--- config.mk ---
export PLATFORM = sky130hd
export DESIGN_NAME = mfi_top
export DESIGN_NICKNAME = d
export VERILOG_FILES = /design/src/include/mfi_pkg.sv /design/src/verilog/mfi_top.sv /design/src/verilog/mfi_tick.sv /design/src/verilog/mfi_qual.sv
export SDC_FILE = /design/constraint.sdc
export NUM_CORES = 1
export LEC_CHECK = 0
export BUFFER_PORTS_ARGS = -buffer_cell sky130_fd_sc_hd__buf_2
export CAP_MARGIN = 15
export CORE_ASPECT_RATIO = 1.2
export CORE_MARGIN = 5
export CORE_UTILIZATION = 50
export DETAILED_ROUTE_END_ITERATION = 10
export PLACE_DENSITY_LB_ADDON = 0.08
export RECOVER_POWER = 100
export SLEW_MARGIN = 20
export SYNTH_ARGS = -nofsm -noshare
export SYNTH_HDL_FRONTEND = slang
export SYNTH_HIERARCHICAL = 1
export SYNTH_SLANG_ARGS = --single-unit
--- constraint.sdc ---
create_clock -name CORE_CLK -period 5 [get_ports CORE_CLK]
set_input_delay 0.25 -clock CORE_CLK [delete_from_list [all_inputs] [get_ports CORE_CLK]]
set_output_delay 0.25 -clock CORE_CLK [all_outputs]
set_load 0.02 [all_outputs]
--- src/include/mfi_pkg.sv ---
// Purpose: shared constants of the module flag and interrupt block
// Assumes: 125 MHz core clock, one millisecond tick for slow timing
// Notes: word indices on a 32-bit AXI4-Lite register bus, decoded from address bits 4:2
// Notes on behaviour
// - Management init completes within 2000 ms
// - Interrupt asserts within 200 ms of condition
// - Interrupt releases within 500 us of clear
// - LOS flag and interrupt within 100 ms
// - Fast mode LOS flag within 10 ms
// - LOS indication drops within 100 ms
// - Tx fault flag and interrupt within 200 ms
// - Other flags and interrupt within 200 ms
// - Set mask inhibits interrupt within 100 ms
// - Cleared mask resumes interrupt within 100 ms
// - Tx disable turns transmitter off quickly
// - Tx enable restores transmitter within 10 s
package mfi_pkg;
  localparam int CLK_PERIOD_NS = 8;
  localparam int NS_PER_MS = 1000000;
  localparam int MS_CYCLES = NS_PER_MS / CLK_PERIOD_NS;
  localparam int INIT_MAX_MS = 2000;
  localparam int RESET_MIN_US = 10;
  localparam int IRQ_ON_MAX_MS = 200;
  localparam int IRQ_OFF_MAX_US = 500;
  localparam int LOS_ON_MAX_MS = 100;
  localparam int LOS_FAST_MAX_MS = 10;
  localparam int LOS_OFF_MAX_MS = 100;
  localparam int MASK_MAX_MS = 100;
  localparam int TXDIS_MAX_MS = 100;
  localparam int TXEN_MAX_S = 10;
  localparam int CNT_W = 12;
  localparam logic [CNT_W-1:0] INIT_TICKS = 12'd1000;
  localparam logic [CNT_W-1:0] LOS_ON_TICKS = 12'd50;
  localparam logic [CNT_W-1:0] LOS_FAST_TICKS = 12'd5;
  localparam logic [CNT_W-1:0] LOS_OFF_TICKS = 12'd50;
  localparam logic [CNT_W-1:0] TXEN_TICKS = 12'd10;
  localparam int NUM_OTHER = 6;
  localparam int NUM_FLAGS = 8;
  localparam int ADDR_W = 5;
  localparam logic [2:0] IDX_FLAG = 3'h0;
  localparam logic [2:0] IDX_MASK = 3'h1;
  localparam logic [2:0] IDX_CTRL = 3'h2;
  localparam logic [2:0] IDX_STATE = 3'h3;
  localparam int FLAG_LOS = 0;
  localparam int FLAG_TXF = 1;
  localparam int FLAG_OTH = 2;
  localparam int CTRL_TXDIS = 0;
  localparam int CTRL_FAST = 1;
  localparam int ST_INIT = 0;
  localparam int ST_TXON = 1;
  localparam int ST_LOS = 2;
  localparam int ST_PIN = 3;
  localparam logic [7:0] MASK_RST = 8'h00;
  localparam logic [1:0] RESP_OKAY = 2'h0;
  localparam logic [1:0] RESP_SLVERR = 2'h2;
endpackage

--- src/verilog/mfi_top.sv ---
// Purpose: flag latching, masking and interrupt pin of module management
// Assumes: all pins synchronous to CORE_CLK, AXI4-Lite register access
// Notes: flags clear on read or by writing ones; a new event wins
`timescale 1ns/1ps
`default_nettype none
module mfi_top #(
  parameter int TICK_CYCLES = mfi_pkg::MS_CYCLES
) (
  input wire logic CORE_CLK,
  input wire logic NRST,
  input wire logic AWVALID,
  output logic AWREADY,
  input wire logic [mfi_pkg::ADDR_W-1:0] AWADDR,
  input wire logic WVALID,
  output logic WREADY,
  input wire logic [31:0] WDATA,
  input wire logic [3:0] WSTRB,
  output logic BVALID,
  input wire logic BREADY,
  output logic [1:0] BRESP,
  input wire logic ARVALID,
  output logic ARREADY,
  input wire logic [mfi_pkg::ADDR_W-1:0] ARADDR,
  output logic RVALID,
  input wire logic RREADY,
  output logic [31:0] RDATA,
  output logic [1:0] RRESP,
  input wire logic MODULE_RESET_N,
  input wire logic RX_LOS_RAW,
  input wire logic TX_FAULT_RAW,
  input wire logic [mfi_pkg::NUM_OTHER-1:0] FLAG_COND,
  input wire logic INTERRUPT_OUT_N_I,
  output logic INTERRUPT_OUT_N_O,
  output logic INTERRUPT_OUT_N_OE,
  output logic MODULE_PRESENT_N,
  output logic MANAGEMENT_INIT_STATE,
  output logic TX_ENABLE
);
  localparam int NF = mfi_pkg::NUM_FLAGS;
  localparam int NO = mfi_pkg::NUM_OTHER;
  localparam int CW = mfi_pkg::CNT_W;
  typedef struct packed {
    logic awrdy;
    logic wrdy;
    logic aw_h;
    logic w_h;
    logic bvalid;
    logic [1:0] bresp;
    logic [mfi_pkg::ADDR_W-1:0] awaddr;
    logic [7:0] wdata;
    logic wbe;
    logic arrdy;
    logic rvalid;
    logic [1:0] rresp;
    logic [7:0] rdata;
    logic [NF-1:0] flag;
    logic [NF-1:0] mask;
    logic tx_dis;
    logic fast_los;
    logic los_prev;
    logic txf_prev;
    logic [NO-1:0] oth_prev;
    logic init_done;
    logic init_busy;
    logic [CW-1:0] init_cnt;
    logic tx_on;
    logic [CW-1:0] txen_cnt;
    logic irq_oe;
    logic irq_lvl;
    logic pres_n;
  } mfi_top_st_t;
  localparam mfi_top_st_t S_RST = '{
    awrdy: 1'b1,
    wrdy: 1'b1,
    arrdy: 1'b1,
    mask: mfi_pkg::MASK_RST,
    init_busy: 1'b1,
    default: '0
  };
  mfi_top_st_t s_ff;
  mfi_top_st_t nxt_s;
  logic tick;
  logic los_q;
  logic [CW-1:0] los_on_lim;
  logic wr_go;
  logic ar_hs;
  logic [NF-1:0] set_v;
  logic [NF-1:0] rd_clr;
  logic [NF-1:0] wr_clr;
  logic [7:0] st_v;

  mfi_tick #(
    .DIV(TICK_CYCLES)
  ) u_tick (
    .core_clk(CORE_CLK),
    .nrst(NRST),
    .tick(tick)
  );

  // Fast mode only shortens the assert filter, release keeps its hysteresis
  assign los_on_lim = s_ff.fast_los ? mfi_pkg::LOS_FAST_TICKS
                                    : mfi_pkg::LOS_ON_TICKS;

  mfi_qual #(
    .CNT_W(CW)
  ) u_los (
    .core_clk(CORE_CLK),
    .nrst(NRST),
    .clr(!MODULE_RESET_N),
    .tick(tick),
    .raw(RX_LOS_RAW),
    .on_ticks(los_on_lim),
    .off_ticks(mfi_pkg::LOS_OFF_TICKS),
    .q(los_q)
  );

  always_comb begin
    nxt_s = s_ff;
    wr_go = s_ff.aw_h & s_ff.w_h & ~s_ff.bvalid;
    ar_hs = ARVALID & s_ff.arrdy;
    rd_clr = '0;
    wr_clr = '0;
    st_v = '0;
    st_v[mfi_pkg::ST_INIT] = s_ff.init_done;
    st_v[mfi_pkg::ST_TXON] = s_ff.tx_on;
    st_v[mfi_pkg::ST_LOS] = los_q;
    st_v[mfi_pkg::ST_PIN] = INTERRUPT_OUT_N_I;
    // Edge latching keeps a standing condition from re-arming after a read
    set_v = '0;
    set_v[mfi_pkg::FLAG_LOS] = los_q & ~s_ff.los_prev;
    set_v[mfi_pkg::FLAG_TXF] = TX_FAULT_RAW & ~s_ff.txf_prev;
    set_v[NF-1:mfi_pkg::FLAG_OTH] = FLAG_COND & ~s_ff.oth_prev;
    nxt_s.los_prev = los_q;
    nxt_s.txf_prev = TX_FAULT_RAW;
    nxt_s.oth_prev = FLAG_COND;

    if (AWVALID && s_ff.awrdy) begin
      nxt_s.aw_h = 1'b1;
      nxt_s.awrdy = 1'b0;
      nxt_s.awaddr = AWADDR;
    end
    if (WVALID && s_ff.wrdy) begin
      nxt_s.w_h = 1'b1;
      nxt_s.wrdy = 1'b0;
      nxt_s.wdata = WDATA[7:0];
      nxt_s.wbe = WSTRB[0];
    end
    if (wr_go) begin
      nxt_s.aw_h = 1'b0;
      nxt_s.w_h = 1'b0;
      nxt_s.bvalid = 1'b1;
      nxt_s.bresp = mfi_pkg::RESP_OKAY;
      case (s_ff.awaddr[4:2])
        mfi_pkg::IDX_FLAG: begin
          if (s_ff.wbe) begin
            wr_clr = s_ff.wdata;
          end
        end
        mfi_pkg::IDX_MASK: begin
          if (s_ff.wbe) begin
            nxt_s.mask = s_ff.wdata;
          end
        end
        mfi_pkg::IDX_CTRL: begin
          if (s_ff.wbe) begin
            nxt_s.tx_dis = s_ff.wdata[mfi_pkg::CTRL_TXDIS];
            nxt_s.fast_los = s_ff.wdata[mfi_pkg::CTRL_FAST];
          end
        end
        mfi_pkg::IDX_STATE: begin
          nxt_s.bresp = mfi_pkg::RESP_OKAY;
        end
        default: begin
          nxt_s.bresp = mfi_pkg::RESP_SLVERR;
        end
      endcase
    end
    if (s_ff.bvalid && BREADY) begin
      nxt_s.bvalid = 1'b0;
      nxt_s.awrdy = 1'b1;
      nxt_s.wrdy = 1'b1;
    end

    if (ar_hs) begin
      nxt_s.arrdy = 1'b0;
      nxt_s.rvalid = 1'b1;
      nxt_s.rresp = mfi_pkg::RESP_OKAY;
      case (ARADDR[4:2])
        mfi_pkg::IDX_FLAG: begin
          nxt_s.rdata = s_ff.flag;
          rd_clr = s_ff.flag;
        end
        mfi_pkg::IDX_MASK: begin
          nxt_s.rdata = s_ff.mask;
        end
        mfi_pkg::IDX_CTRL: begin
          nxt_s.rdata = '0;
          nxt_s.rdata[mfi_pkg::CTRL_TXDIS] = s_ff.tx_dis;
          nxt_s.rdata[mfi_pkg::CTRL_FAST] = s_ff.fast_los;
        end
        mfi_pkg::IDX_STATE: begin
          nxt_s.rdata = st_v;
        end
        default: begin
          nxt_s.rdata = '0;
          nxt_s.rresp = mfi_pkg::RESP_SLVERR;
        end
      endcase
    end
    if (s_ff.rvalid && RREADY) begin
      nxt_s.rvalid = 1'b0;
      nxt_s.arrdy = 1'b1;
    end

    // Set is ORed last so an event in the clearing cycle survives
    nxt_s.flag = (s_ff.flag & ~(rd_clr | wr_clr)) | set_v;

    if (!s_ff.init_done && tick) begin
      if (s_ff.init_cnt >= mfi_pkg::INIT_TICKS - 1'b1) begin
        nxt_s.init_done = 1'b1;
      end else begin
        nxt_s.init_cnt = s_ff.init_cnt + 1'b1;
      end
    end

    // Module reset pin restarts init; the host keeps it low long enough
    if (!MODULE_RESET_N) begin
      nxt_s.flag = '0;
      nxt_s.mask = mfi_pkg::MASK_RST;
      nxt_s.tx_dis = 1'b0;
      nxt_s.fast_los = 1'b0;
      nxt_s.init_done = 1'b0;
      nxt_s.init_cnt = '0;
    end

    // Disable acts in one cycle; enable waits for the laser to settle
    if (nxt_s.tx_dis || !nxt_s.init_done) begin
      nxt_s.tx_on = 1'b0;
      nxt_s.txen_cnt = '0;
    end else if (!s_ff.tx_on && tick) begin
      if (s_ff.txen_cnt >= mfi_pkg::TXEN_TICKS - 1'b1) begin
        nxt_s.tx_on = 1'b1;
      end else begin
        nxt_s.txen_cnt = s_ff.txen_cnt + 1'b1;
      end
    end

    nxt_s.irq_oe = |(nxt_s.flag & ~nxt_s.mask);
    // Own flop so the init pin needs no gate after the register
    nxt_s.init_busy = ~nxt_s.init_done;
  end
  always_ff @(posedge CORE_CLK or negedge NRST) begin
    if (!NRST) begin
      s_ff <= S_RST;
    end else begin
      s_ff <= nxt_s;
    end
  end

  assign AWREADY = s_ff.awrdy;
  assign WREADY = s_ff.wrdy;
  assign BVALID = s_ff.bvalid;
  assign BRESP = s_ff.bresp;
  assign ARREADY = s_ff.arrdy;
  assign RVALID = s_ff.rvalid;
  assign RDATA = {24'h000000, s_ff.rdata};
  assign RRESP = s_ff.rresp;
  // Open drain: only ever pulls low, the host pull-up gives the high
  assign INTERRUPT_OUT_N_O = s_ff.irq_lvl;
  assign INTERRUPT_OUT_N_OE = s_ff.irq_oe;
  assign MODULE_PRESENT_N = s_ff.pres_n;
  assign MANAGEMENT_INIT_STATE = s_ff.init_busy;
  assign TX_ENABLE = s_ff.tx_on;

  a_irq_level_match: assert property (
    @(posedge CORE_CLK) disable iff (!NRST)
    s_ff.irq_oe == |(s_ff.flag & ~s_ff.mask))
    else $error("interrupt pin disagrees with unmasked flags");
  a_txf_sets_irq: assert property (
    @(posedge CORE_CLK) disable iff (!NRST)
    ($rose(TX_FAULT_RAW) && MODULE_RESET_N &&
     !s_ff.mask[mfi_pkg::FLAG_TXF] && !ar_hs && !wr_go)
    |=> s_ff.flag[mfi_pkg::FLAG_TXF] && s_ff.irq_oe)
    else $error("tx fault did not raise flag and interrupt");
  a_other_flag_set: assert property (
    @(posedge CORE_CLK) disable iff (!NRST)
    (|(FLAG_COND & ~$past(FLAG_COND)) && MODULE_RESET_N)
    |=> |s_ff.flag[NF-1:mfi_pkg::FLAG_OTH])
    else $error("other condition did not set a flag");
  a_los_flag_set: assert property (
    @(posedge CORE_CLK) disable iff (!NRST)
    ($rose(los_q) && MODULE_RESET_N) |=> s_ff.flag[mfi_pkg::FLAG_LOS])
    else $error("qualified loss of signal did not set its flag");
  a_flag_sticky: assert property (
    @(posedge CORE_CLK) disable iff (!NRST)
    (MODULE_RESET_N && !ar_hs && !wr_go)
    |=> (s_ff.flag & $past(s_ff.flag)) == $past(s_ff.flag))
    else $error("flag cleared without a host access");
  a_read_releases: assert property (
    @(posedge CORE_CLK) disable iff (!NRST)
    (ar_hs && ARADDR[4:2] == mfi_pkg::IDX_FLAG && set_v == '0)
    |=> s_ff.flag == '0 && !s_ff.irq_oe)
    else $error("flag read did not release the interrupt");
  a_mask_blocks: assert property (
    @(posedge CORE_CLK) disable iff (!NRST)
    (&s_ff.mask) |-> !s_ff.irq_oe)
    else $error("masked flags still drive the interrupt");
  a_unmask_resumes: assert property (
    @(posedge CORE_CLK) disable iff (!NRST)
    |(s_ff.flag & $past(s_ff.mask) & ~s_ff.mask) |-> s_ff.irq_oe)
    else $error("cleared mask did not resume the interrupt");
  a_txdis_off: assert property (
    @(posedge CORE_CLK) disable iff (!NRST)
    s_ff.tx_dis |-> !s_ff.tx_on)
    else $error("transmitter on while disabled");
  a_txen_settle: assert property (
    @(posedge CORE_CLK) disable iff (!NRST)
    $rose(s_ff.tx_on) |-> s_ff.init_done && !s_ff.tx_dis &&
    $past(s_ff.txen_cnt) == mfi_pkg::TXEN_TICKS - 1'b1)
    else $error("transmitter enabled without settle time");
  a_init_bound: assert property (
    @(posedge CORE_CLK) disable iff (!NRST)
    !s_ff.init_done |-> s_ff.init_cnt < mfi_pkg::INIT_TICKS)
    else $error("init counter ran past its limit");
  a_init_restart: assert property (
    @(posedge CORE_CLK) disable iff (!NRST)
    $rose(MODULE_RESET_N) |-> !s_ff.init_done ##1 !s_ff.init_done)
    else $error("init did not restart after module reset");
  a_present_low: assert property (
    @(posedge CORE_CLK) disable iff (!NRST)
    !MODULE_PRESENT_N && !INTERRUPT_OUT_N_O)
    else $error("presence or interrupt drive level not low");
endmodule // mfi_top
`default_nettype wire

--- src/verilog/mfi_tick.sv ---
// Purpose: one-cycle millisecond enable from the core clock
// Assumes: DIV of at least 2
// Notes: free running, no restart on module reset
`timescale 1ns/1ps
`default_nettype none
module mfi_tick #(
  parameter int DIV = 125000
) (
  input wire logic core_clk,
  input wire logic nrst,
  output logic tick
);
  localparam int W = $clog2(DIV) + 1;
  typedef struct packed {
    logic tick;
    logic [W-1:0] cnt;
  } mfi_tick_st_t;
  mfi_tick_st_t s_ff;
  mfi_tick_st_t nxt_s;

  always_comb begin
    nxt_s = s_ff;
    nxt_s.tick = 1'b0;
    if (s_ff.cnt == W'(DIV - 1)) begin
      nxt_s.cnt = '0;
      nxt_s.tick = 1'b1;
    end else begin
      nxt_s.cnt = s_ff.cnt + 1'b1;
    end
  end

  always_ff @(posedge core_clk or negedge nrst) begin
    if (!nrst) begin
      s_ff <= '0;
    end else begin
      s_ff <= nxt_s;
    end
  end

  assign tick = s_ff.tick;
endmodule // mfi_tick
`default_nettype wire

--- src/verilog/mfi_qual.sv ---
// Purpose: level qualifier, input must differ for N ticks to flip
// Assumes: limits of at least 1 tick
// Notes: separate assert and release limits give hysteresis in time
`timescale 1ns/1ps
`default_nettype none
module mfi_qual #(
  parameter int CNT_W = 12
) (
  input wire logic core_clk,
  input wire logic nrst,
  input wire logic clr,
  input wire logic tick,
  input wire logic raw,
  input wire logic [CNT_W-1:0] on_ticks,
  input wire logic [CNT_W-1:0] off_ticks,
  output logic q
);
  typedef struct packed {
    logic q;
    logic [CNT_W-1:0] cnt;
  } mfi_qual_st_t;
  mfi_qual_st_t s_ff;
  mfi_qual_st_t nxt_s;
  logic [CNT_W-1:0] lim;

  always_comb begin
    nxt_s = s_ff;
    lim = raw ? on_ticks : off_ticks;
    if (clr) begin
      nxt_s = '0;
    end else if (raw == s_ff.q) begin
      nxt_s.cnt = '0;
    end else if (tick) begin
      if (s_ff.cnt >= lim - 1'b1) begin
        nxt_s.q = raw;
        nxt_s.cnt = '0;
      end else begin
        nxt_s.cnt = s_ff.cnt + 1'b1;
      end
    end
  end

  always_ff @(posedge core_clk or negedge nrst) begin
    if (!nrst) begin
      s_ff <= '0;
    end else begin
      s_ff <= nxt_s;
    end
  end

  assign q = s_ff.q;
endmodule // mfi_qual
`default_nettype wire

==> impl_metrics.py, run 1 <==
metrics = {
    "outcome": {
        "outcome": "finished, violations left",
        "violations": "hold timing, capacitance limit, slew limit",
    },
    "worst_setup_path": {
        "crit_fanout": 8,
        "crit_chain": "inv_1 -> mux2i_1 -> ha_1 -> o221ai_1 -> nor3_1 -> xor2_1 -> mux2i_1 -> ha_1 -> nand4_1 -> inv_1 -> nand4_1 -> o211ai_1 -> nor2_1",
        "critical_path_class": "reg2reg",
        "reg2reg_to": "u_los/s_ff[8]$_DFFE_PN0P_",
        "crit_family": "compound AO/OA/AOI/OAI gates",
        "cp_num_buf_inv": 2,
        "ff2ff_setup_slack_ps": 1750,
        "worstPathArrival_ps": 3510,
        "crit_path_end_kind": "flip-flop",
        "r2r_cells": 13,
        "reg2reg_from": "s_ff[38]$_DFFE_PN0P_",
        "max_stage_delay_ps": 530,
        "startpoint_type": "flip-flop",
        "slowest_stage": "o211ai_1",
        "cp.required_ps": 5260,
    },
    "cells_and_area": {
        "diodes": 0,
        "final_common_cell": "dfrtp_1",
        "nets": 771,
        "layout-drive-gt1-share": 0.1154,
        "instances_no_fill": 863,
        "syn2layout_area_growth_pct": 14.68,
        "layout_common_cells": "111 x dfrtp_1, 68 x conb_1, 55 x nor2_1",
        "utilization": 0.5874,
    },
    "placement": {
        "dpl.cell_count": 823,
        "dp_slack_ps": 1655,
        "hpwl_mm": 8.774,
        "io_buffers": 49,
        "place_congestion": 0.8007,
    },
    "clock_network": {
        "cts_resized": 0,
        "clockBufferDepth": 2,
        "clk_pin_slew_ps": 50,
        "cts_buffers": 17,
        "h-tree-depth": 4,
        "tritoncts": "yes",
        "clock_sinks": 115,
        "ctsRootBufferMaster": "clkbuf_16",
        "clk_latency_ps": 400,
    },
    "drt": {
        "dr.first_iter.drc_count": 130,
        "routed_wl_mm": 12.36,
        "drtAntennaViolNets": 0,
        "drtPass1Iterations": 4,
        "drc_errors": 0,
        "viasPerCell": 5.118,
        "routedWlPerCell_um": 14.33,
        "num_vias": 4417,
    },
    "timing": {
        "drv_slew": 53,
        "period_share": 0.6506,
        "setup_viol_count_final": 0,
        "finalSetupTns_ps": 0,
        "max_freq_mhz": 307.4,
        "period_needed_ps": 3253,
        "worst_pin_slew_ps": 2202,
        "hold_viol": 7,
        "hold_slack_ps": -7.488,
        "rsz0062_at_grt": "no",
        "final.setup_skew_ps": 8.189,
        "slew_headroom": -0.4677,
        "setup_ws_ps": 1747,
    },
    "floorplanning": {
        "die_w_um": 111.9,
        "rows": 44,
        "fp.coreArea_mm2": 0.01217,
        "die_h_um": 132.3,
        "top_level_ports": 109,
        "dieArea_mm2": 0.01481,
        "start_util": 0.5122,
    },
    "power_and_ir_drop": {
        "p_per_area_mw_per_mm2": 374.2,
        "power_leakage_nw": 3.263,
        "ir_drop_mv": 0.2709,
    },
    "logic_synthesis": {
        "synth_cell_type_count": 70,
        "ys_seq_elements": 115,
        "syn_avg_cell_area_um2": 10.44,
        "synth_area_mm2": 0.006232,
        "ys_seq_area_frac": 0.4626,
        "ys_async_sr_fraction": 1.000,
        "synth_edf_count": 0,
        "netlist_instances": 597,
        "ys.warnings.count": 6,
        "synth_ff_type": "dfrtp_1",
    },
    "grt": {
        "grt_pass1_wl_mm": 21.25,
        "grt_usage": 0.1753,
        "grt_max_degree": 75,
        "grt_pass1_vias": 4460,
        "antenna_found_initial": 0,
        "grt.overflow.total": 0,
    },
    "run": {
        "maxCapViolations": 2,
    },
    "worst_hold_path": {
        "min_path_type": "in2async",
    },
}
## synthesized netlist by cell type (2+ instances only)
cell	number	area, um^2
dfstp_2	4	105.1
nor3_1	21	105.1
xor2_1	19	166.4
nor2b_1	5	31.28
and4_1	3	26.28
nor4_2	4	50.05
a21oi_1	15	75.07
buf_4	39	292.8
a22oi_1	4	30.03
and2_1	17	106.4
dfrtp_1	111	2778
nand4_2	2	25.02
o211ai_1	3	22.52
nand2b_1	7	43.79
o22ai_1	8	50.05
o2111ai_1	4	35.03
inv_1	34	127.6
nand3_1	15	75.07
nor4_1	8	50.05
o21ai_0	22	110.1
conb_1	2	7.510
mux2i_1	27	270.3
ha_1	19	237.7
clkbuf_1	7	26.28
a22o_1	4	35.03
nor3b_1	4	30.03
nor2_1	55	206.5
xnor2_1	28	245.2
or3_1	2	12.51
o21ai_1	2	10.01
and3_1	7	43.79
mux4_2	2	45.04
buf_2	4	20.02
mux2_2	14	157.7
nand4_1	8	50.05
o221ai_1	2	17.52
nand2_1	32	120.1
## cell type report
class,instances,area (um^2)
Inverter,34,127.6
Multi-Input combinational cell,462,3023
Sequential cell,115,2883
Timing Repair Buffer,59,306.5
Fill cell,1079,5020
Clock buffer,23,478.0
Clock inverter,9,127.6
Tap cell,161,201.4
## logic make-up (layout without fill, tap and decap cells)
kind of cell,Yosys count,after routing,share of synthesized area
AND/OR/NAND/NOR,204,204,0.1805
flip-flops,115,115,0.4626
buffers and inverters,86,125,0.07910
AO/OA/AOI/OAI,81,81,0.09657
XOR/XNOR,47,47,0.06605
multiplexers,43,43,0.07589
adder cells (fa/ha/maj),19,19,0.03815
other,2,68,0.001205
## how the worst max path moves through the flow
stage | from | to | cells past startpoint
after floorplan | RX_LOS_RAW | u_los/s_ff[10]$_DFFE_PN0P_ | 15
after global placement | RX_LOS_RAW | u_los/s_ff[9]$_DFFE_PN0P_ | 13
after detailed placement | RX_LOS_RAW | u_los/s_ff[8]$_DFFE_PN0P_ | 13
after CTS | s_ff[38]$_DFFE_PN0P_ | u_los/s_ff[8]$_DFFE_PN0P_ | 12
after global routing | s_ff[38]$_DFFE_PN0P_ | u_los/s_ff[10]$_DFFE_PN0P_ | 13
final | s_ff[38]$_DFFE_PN0P_ | u_los/s_ff[8]$_DFFE_PN0P_ | 13
## timing repair
action | in CTS | in global routing
endpoints found under the hold margin | 8 | 0
hold buffers | 8 | 0
setup buffers | 0 | 0
## per-layer routing
layer  vias up  share of wire  global-route usage
met4         0          0.013             0.05680
met5         -              0                   0
met1      2163           0.44              0.2146
met3        17          0.032             0.04270
li1       2164              -                   -
met2        73           0.52              0.3030
## state kept, by name, indices dropped and copies added (netlist names), 8 cells and up
| signal | flops |
|---|---|
| s_ff | 65 |
| RDATA | 8 |
| u_los/s_ff | 12 |
| u_tick/s_ff | 18 |
## where the power goes
group	switching (mW)	total (mW)	internal, mW
Sequential	0.0748	1.10	1.03
Clock	0.397	1.22	0.819
Combinational	0.217	0.353	0.136
## through the flow
stage               cell area (um^2)  power (mW)  hold WS, ps
global placement                6579       1.475        372.4
detailed placement              6579       1.487        375.2
floorplan                       6480       1.404       -45.59
CTS                             7264       2.721        18.65
finish                          7147       2.674       -7.488
global route                    7147       2.807        25.95
(Power assumes the default switching activity.)
==> run 2, diff against run 1 <==
clock period = 2.81 ns   (was 5 ns; I/O delays follow)
==> run 2 against run 1 <==
Net effect:
- clock-buffer cell count stayed put
- via count is 3.5% higher
- highest routed layer unchanged
- the flow now finishes without violations
- clock power is 81% higher
- fmax is 18% higher
- largest cell class unchanged
==> impl_metrics.py, run 2 (synthesis gave the netlist of run 1 again) <==
metrics = {
    "outcome": {
        "outcome": "complete, no violations",
    },
    "worst_setup_path": {
        "crit_end": "u_los/s_ff[7]$_DFFE_PN0P_",
        "reg2reg_from": "s_ff[38]$_DFFE_PN0P_",
        "reg2reg_to": "u_los/s_ff[7]$_DFFE_PN0P_",
        "ff2ff_setup_slack_ps": 60,
        "startpoint_type": "flip-flop",
        "cp.required_ps": 3100,
        "worstPathArrival_ps": 3040,
        "critical_path_class": "reg2reg",
        "startpoint": "s_ff[38]$_DFFE_PN0P_",
        "crit_fanout": 7,
        "crit_path_end_kind": "flip-flop",
        "r2r_cells": 13,
    },
    "clock_network": {
        "tritoncts": "yes",
        "clk_latency_ps": 410,
        "clk_pin_slew_ps": 50,
        "clock_sinks": 115,
        "h-tree-depth": 4,
        "clockBufferDepth": 2,
        "ctsRootBufferMaster": "clkbuf_16",
        "cts_buffers": 17,
    },
    "cells_and_area": {
        "largest_reg_flops": 65,
        "final_common_cell": "dfrtp_1",
        "syn2layout_area_growth_pct": 21.18,
        "layout-drive-gt1-share": 0.1576,
        "top_regs": "s_ff (65), u_tick/s_ff (18), u_los/s_ff (12)",
        "multiInputGateArea_mm2": 0.003112,
        "utilization": 0.6207,
        "regArea_mm2": 0.002884,
        "instances_no_fill": 897,
        "nets": 805,
        "regMostFlops": "s_ff",
        "layout_common_cells": "110 x dfrtp_1, 68 x conb_1, 54 x nor2_1",
        "nFillCells": 1030,
        "fin_area_mm2": 0.007552,
        "diodes": 0,
    },
    "placement": {
        "dpl.cell_count": 834,
        "dp_slack_ps": -120.0,
        "place_congestion": 0.8137,
        "hpwl_mm": 9.045,
        "io_buffers": 49,
        "place_area_mm2": 0.006674,
    },
    "power_and_ir_drop": {
        "p_per_area_mw_per_mm2": 642.4,
        "pwr-share-comb": 0.140,
        "p_sw_frac": 0.2591,
        "ir_drop_mv": 0.4751,
        "clockPowerShare": 0.455,
        "switchingPower_mw": 1.257,
        "seqPwrFrac": 0.406,
        "intPower_mw": 3.595,
        "power_leakage_nw": 3.463,
    },
    "grt": {
        "grt_pass1_wl_mm": 21.98,
        "antenna_found_initial": 0,
        "grt_usage": 0.1851,
        "grt.overflow.total": 0,
        "grt_pass1_vias": 4549,
        "grt_max_degree": 59,
    },
    "drt": {
        "drtPass1Iterations": 5,
        "routed_wl_mm": 12.90,
        "routedWlPerCell_um": 14.38,
        "dr.first_iter.drc_count": 226,
        "drtAntennaViolNets": 0,
        "drc_errors": 0,
        "num_vias": 4573,
        "viasPerCell": 5.098,
    },
    "floorplanning": {
        "fp.coreArea_mm2": 0.01217,
        "start_util": 0.5122,
        "die_h_um": 132.3,
        "top_level_ports": 109,
        "dieArea_mm2": 0.01481,
        "rows": 44,
        "die_w_um": 111.9,
    },
    "timing": {
        "slew_headroom": 0.03584,
        "worst_pin_slew_ps": 1446,
        "rsz0062_at_grt": "yes",
        "finalSetupTns_ps": 0,
        "period_needed_ps": 2750,
        "final.setup_skew_ps": 12.76,
        "drv_slew": 0,
        "setup_ws_ps": 59.53,
        "period_share": 0.9788,
        "max_freq_mhz": 363.6,
        "setup_viol_count_final": 0,
        "hold_viol": 0,
    },
    "run": {
        "maxCapViolations": 0,
    },
    "worst_hold_path": {
        "min_path_type": "in2reg",
    },
}
-- run 2: changes by cell type in the layout (fill, tap and decap cells not counted), moves of 2 or more --
cell           delta
clkinvlp_4        -2
buf_2             +2
and2_0            -2
o21ai_0           -3
nor3_1            -4
buf_4            +12
nor3b_1           -2
o21ai_1           +2
nor3b_2           +2
nor3_2            +4
clkbuf_2          +3
clkbuf_1          -4
and2_1            +2
dlygate4sd3_1    +20
-- run 2: power groups by stage --
stage | clock [mW] | combinational [mW] | sequential (mW)
final | 2.21 | 0.677 | 1.97
after detailed placement | 0 | 0.659 | 1.99
after CTS | 2.26 | 0.697 | 1.97
after floorplan | 0 | 0.512 | 1.99
after global routing | 2.34 | 0.757 | 1.99
after global placement | 0 | 0.648 | 1.99
-- run 2: stage by stage --
stage	hold WS, ps	total power, mW
6_report	105.4	4.852
5_1_grt	123.4	5.084
4_1_cts	84.52	4.925
3_5_place_dp	257.7	2.653
3_3_place_gp	258.9	2.638
2_1_floorplan	-155.1	2.498
-- run 2: cell type report --
cell class              instances  share of cell area
well taps                     161             0.02667
clock buffers                  23             0.06461
flip-flops and latches        115              0.3819
multi-input cells             462              0.4120
clock inverters                 9             0.01673
inverters                      34             0.01723
repair buffers                 93             0.08085
-- run 2: layer usage --
| metal | global-route usage | up-vias | wire length, um |
|---|---|---|---|
| met5 | 0 | - | 0 |
| met2 | 0.3117 | 70 | 6560 |
| met4 | 0.06897 | 0 | 220 |
| li1 | - | 2237 | - |
| met1 | 0.2307 | 2248 | 5697 |
| met3 | 0.04408 | 18 | 420 |
-- run 2: how the worst min path moves through the flow --
stage	start	end	slack (ps)	depth (start not counted)
finish	INTERRUPT_OUT_N_I	RDATA[3]$_DFFE_PN0P_	110	4
global route	MODULE_RESET_N	s_ff[52]$_DFF_PN0_	120	2
CTS	INTERRUPT_OUT_N_I	RDATA[3]$_DFFE_PN0P_	80	4
detailed placement	NRST	BVALID$_DFFE_PN0P_	260	1
global placement	NRST	BVALID$_DFFE_PN0P_	260	1
floorplan	NRST	BRESP[1]$_DFFE_PN0P_	-160	0
-- run 2: worst max-delay path: stages, from the launching register on --
cell,delay [ps]
dfrtp_2,450
mux2i_2,190
ha_2,240
o221ai_4,130
nor3_2,250
xor2_1,170
mux2i_1,100
ha_1,280
nand4_1,130
o21bai_2,210
o21ai_1,110
o211ai_1,130
buf_4,180
nor2_1,60
-- run 2: what timing repair did --
item,4_1_cts,5_1_grt
buffers inserted,1,2
hold buffers,28,0
pin swaps,1,8
hold endpoints to repair,80,0
setup endpoints to repair,8,13
resized for setup,2,19
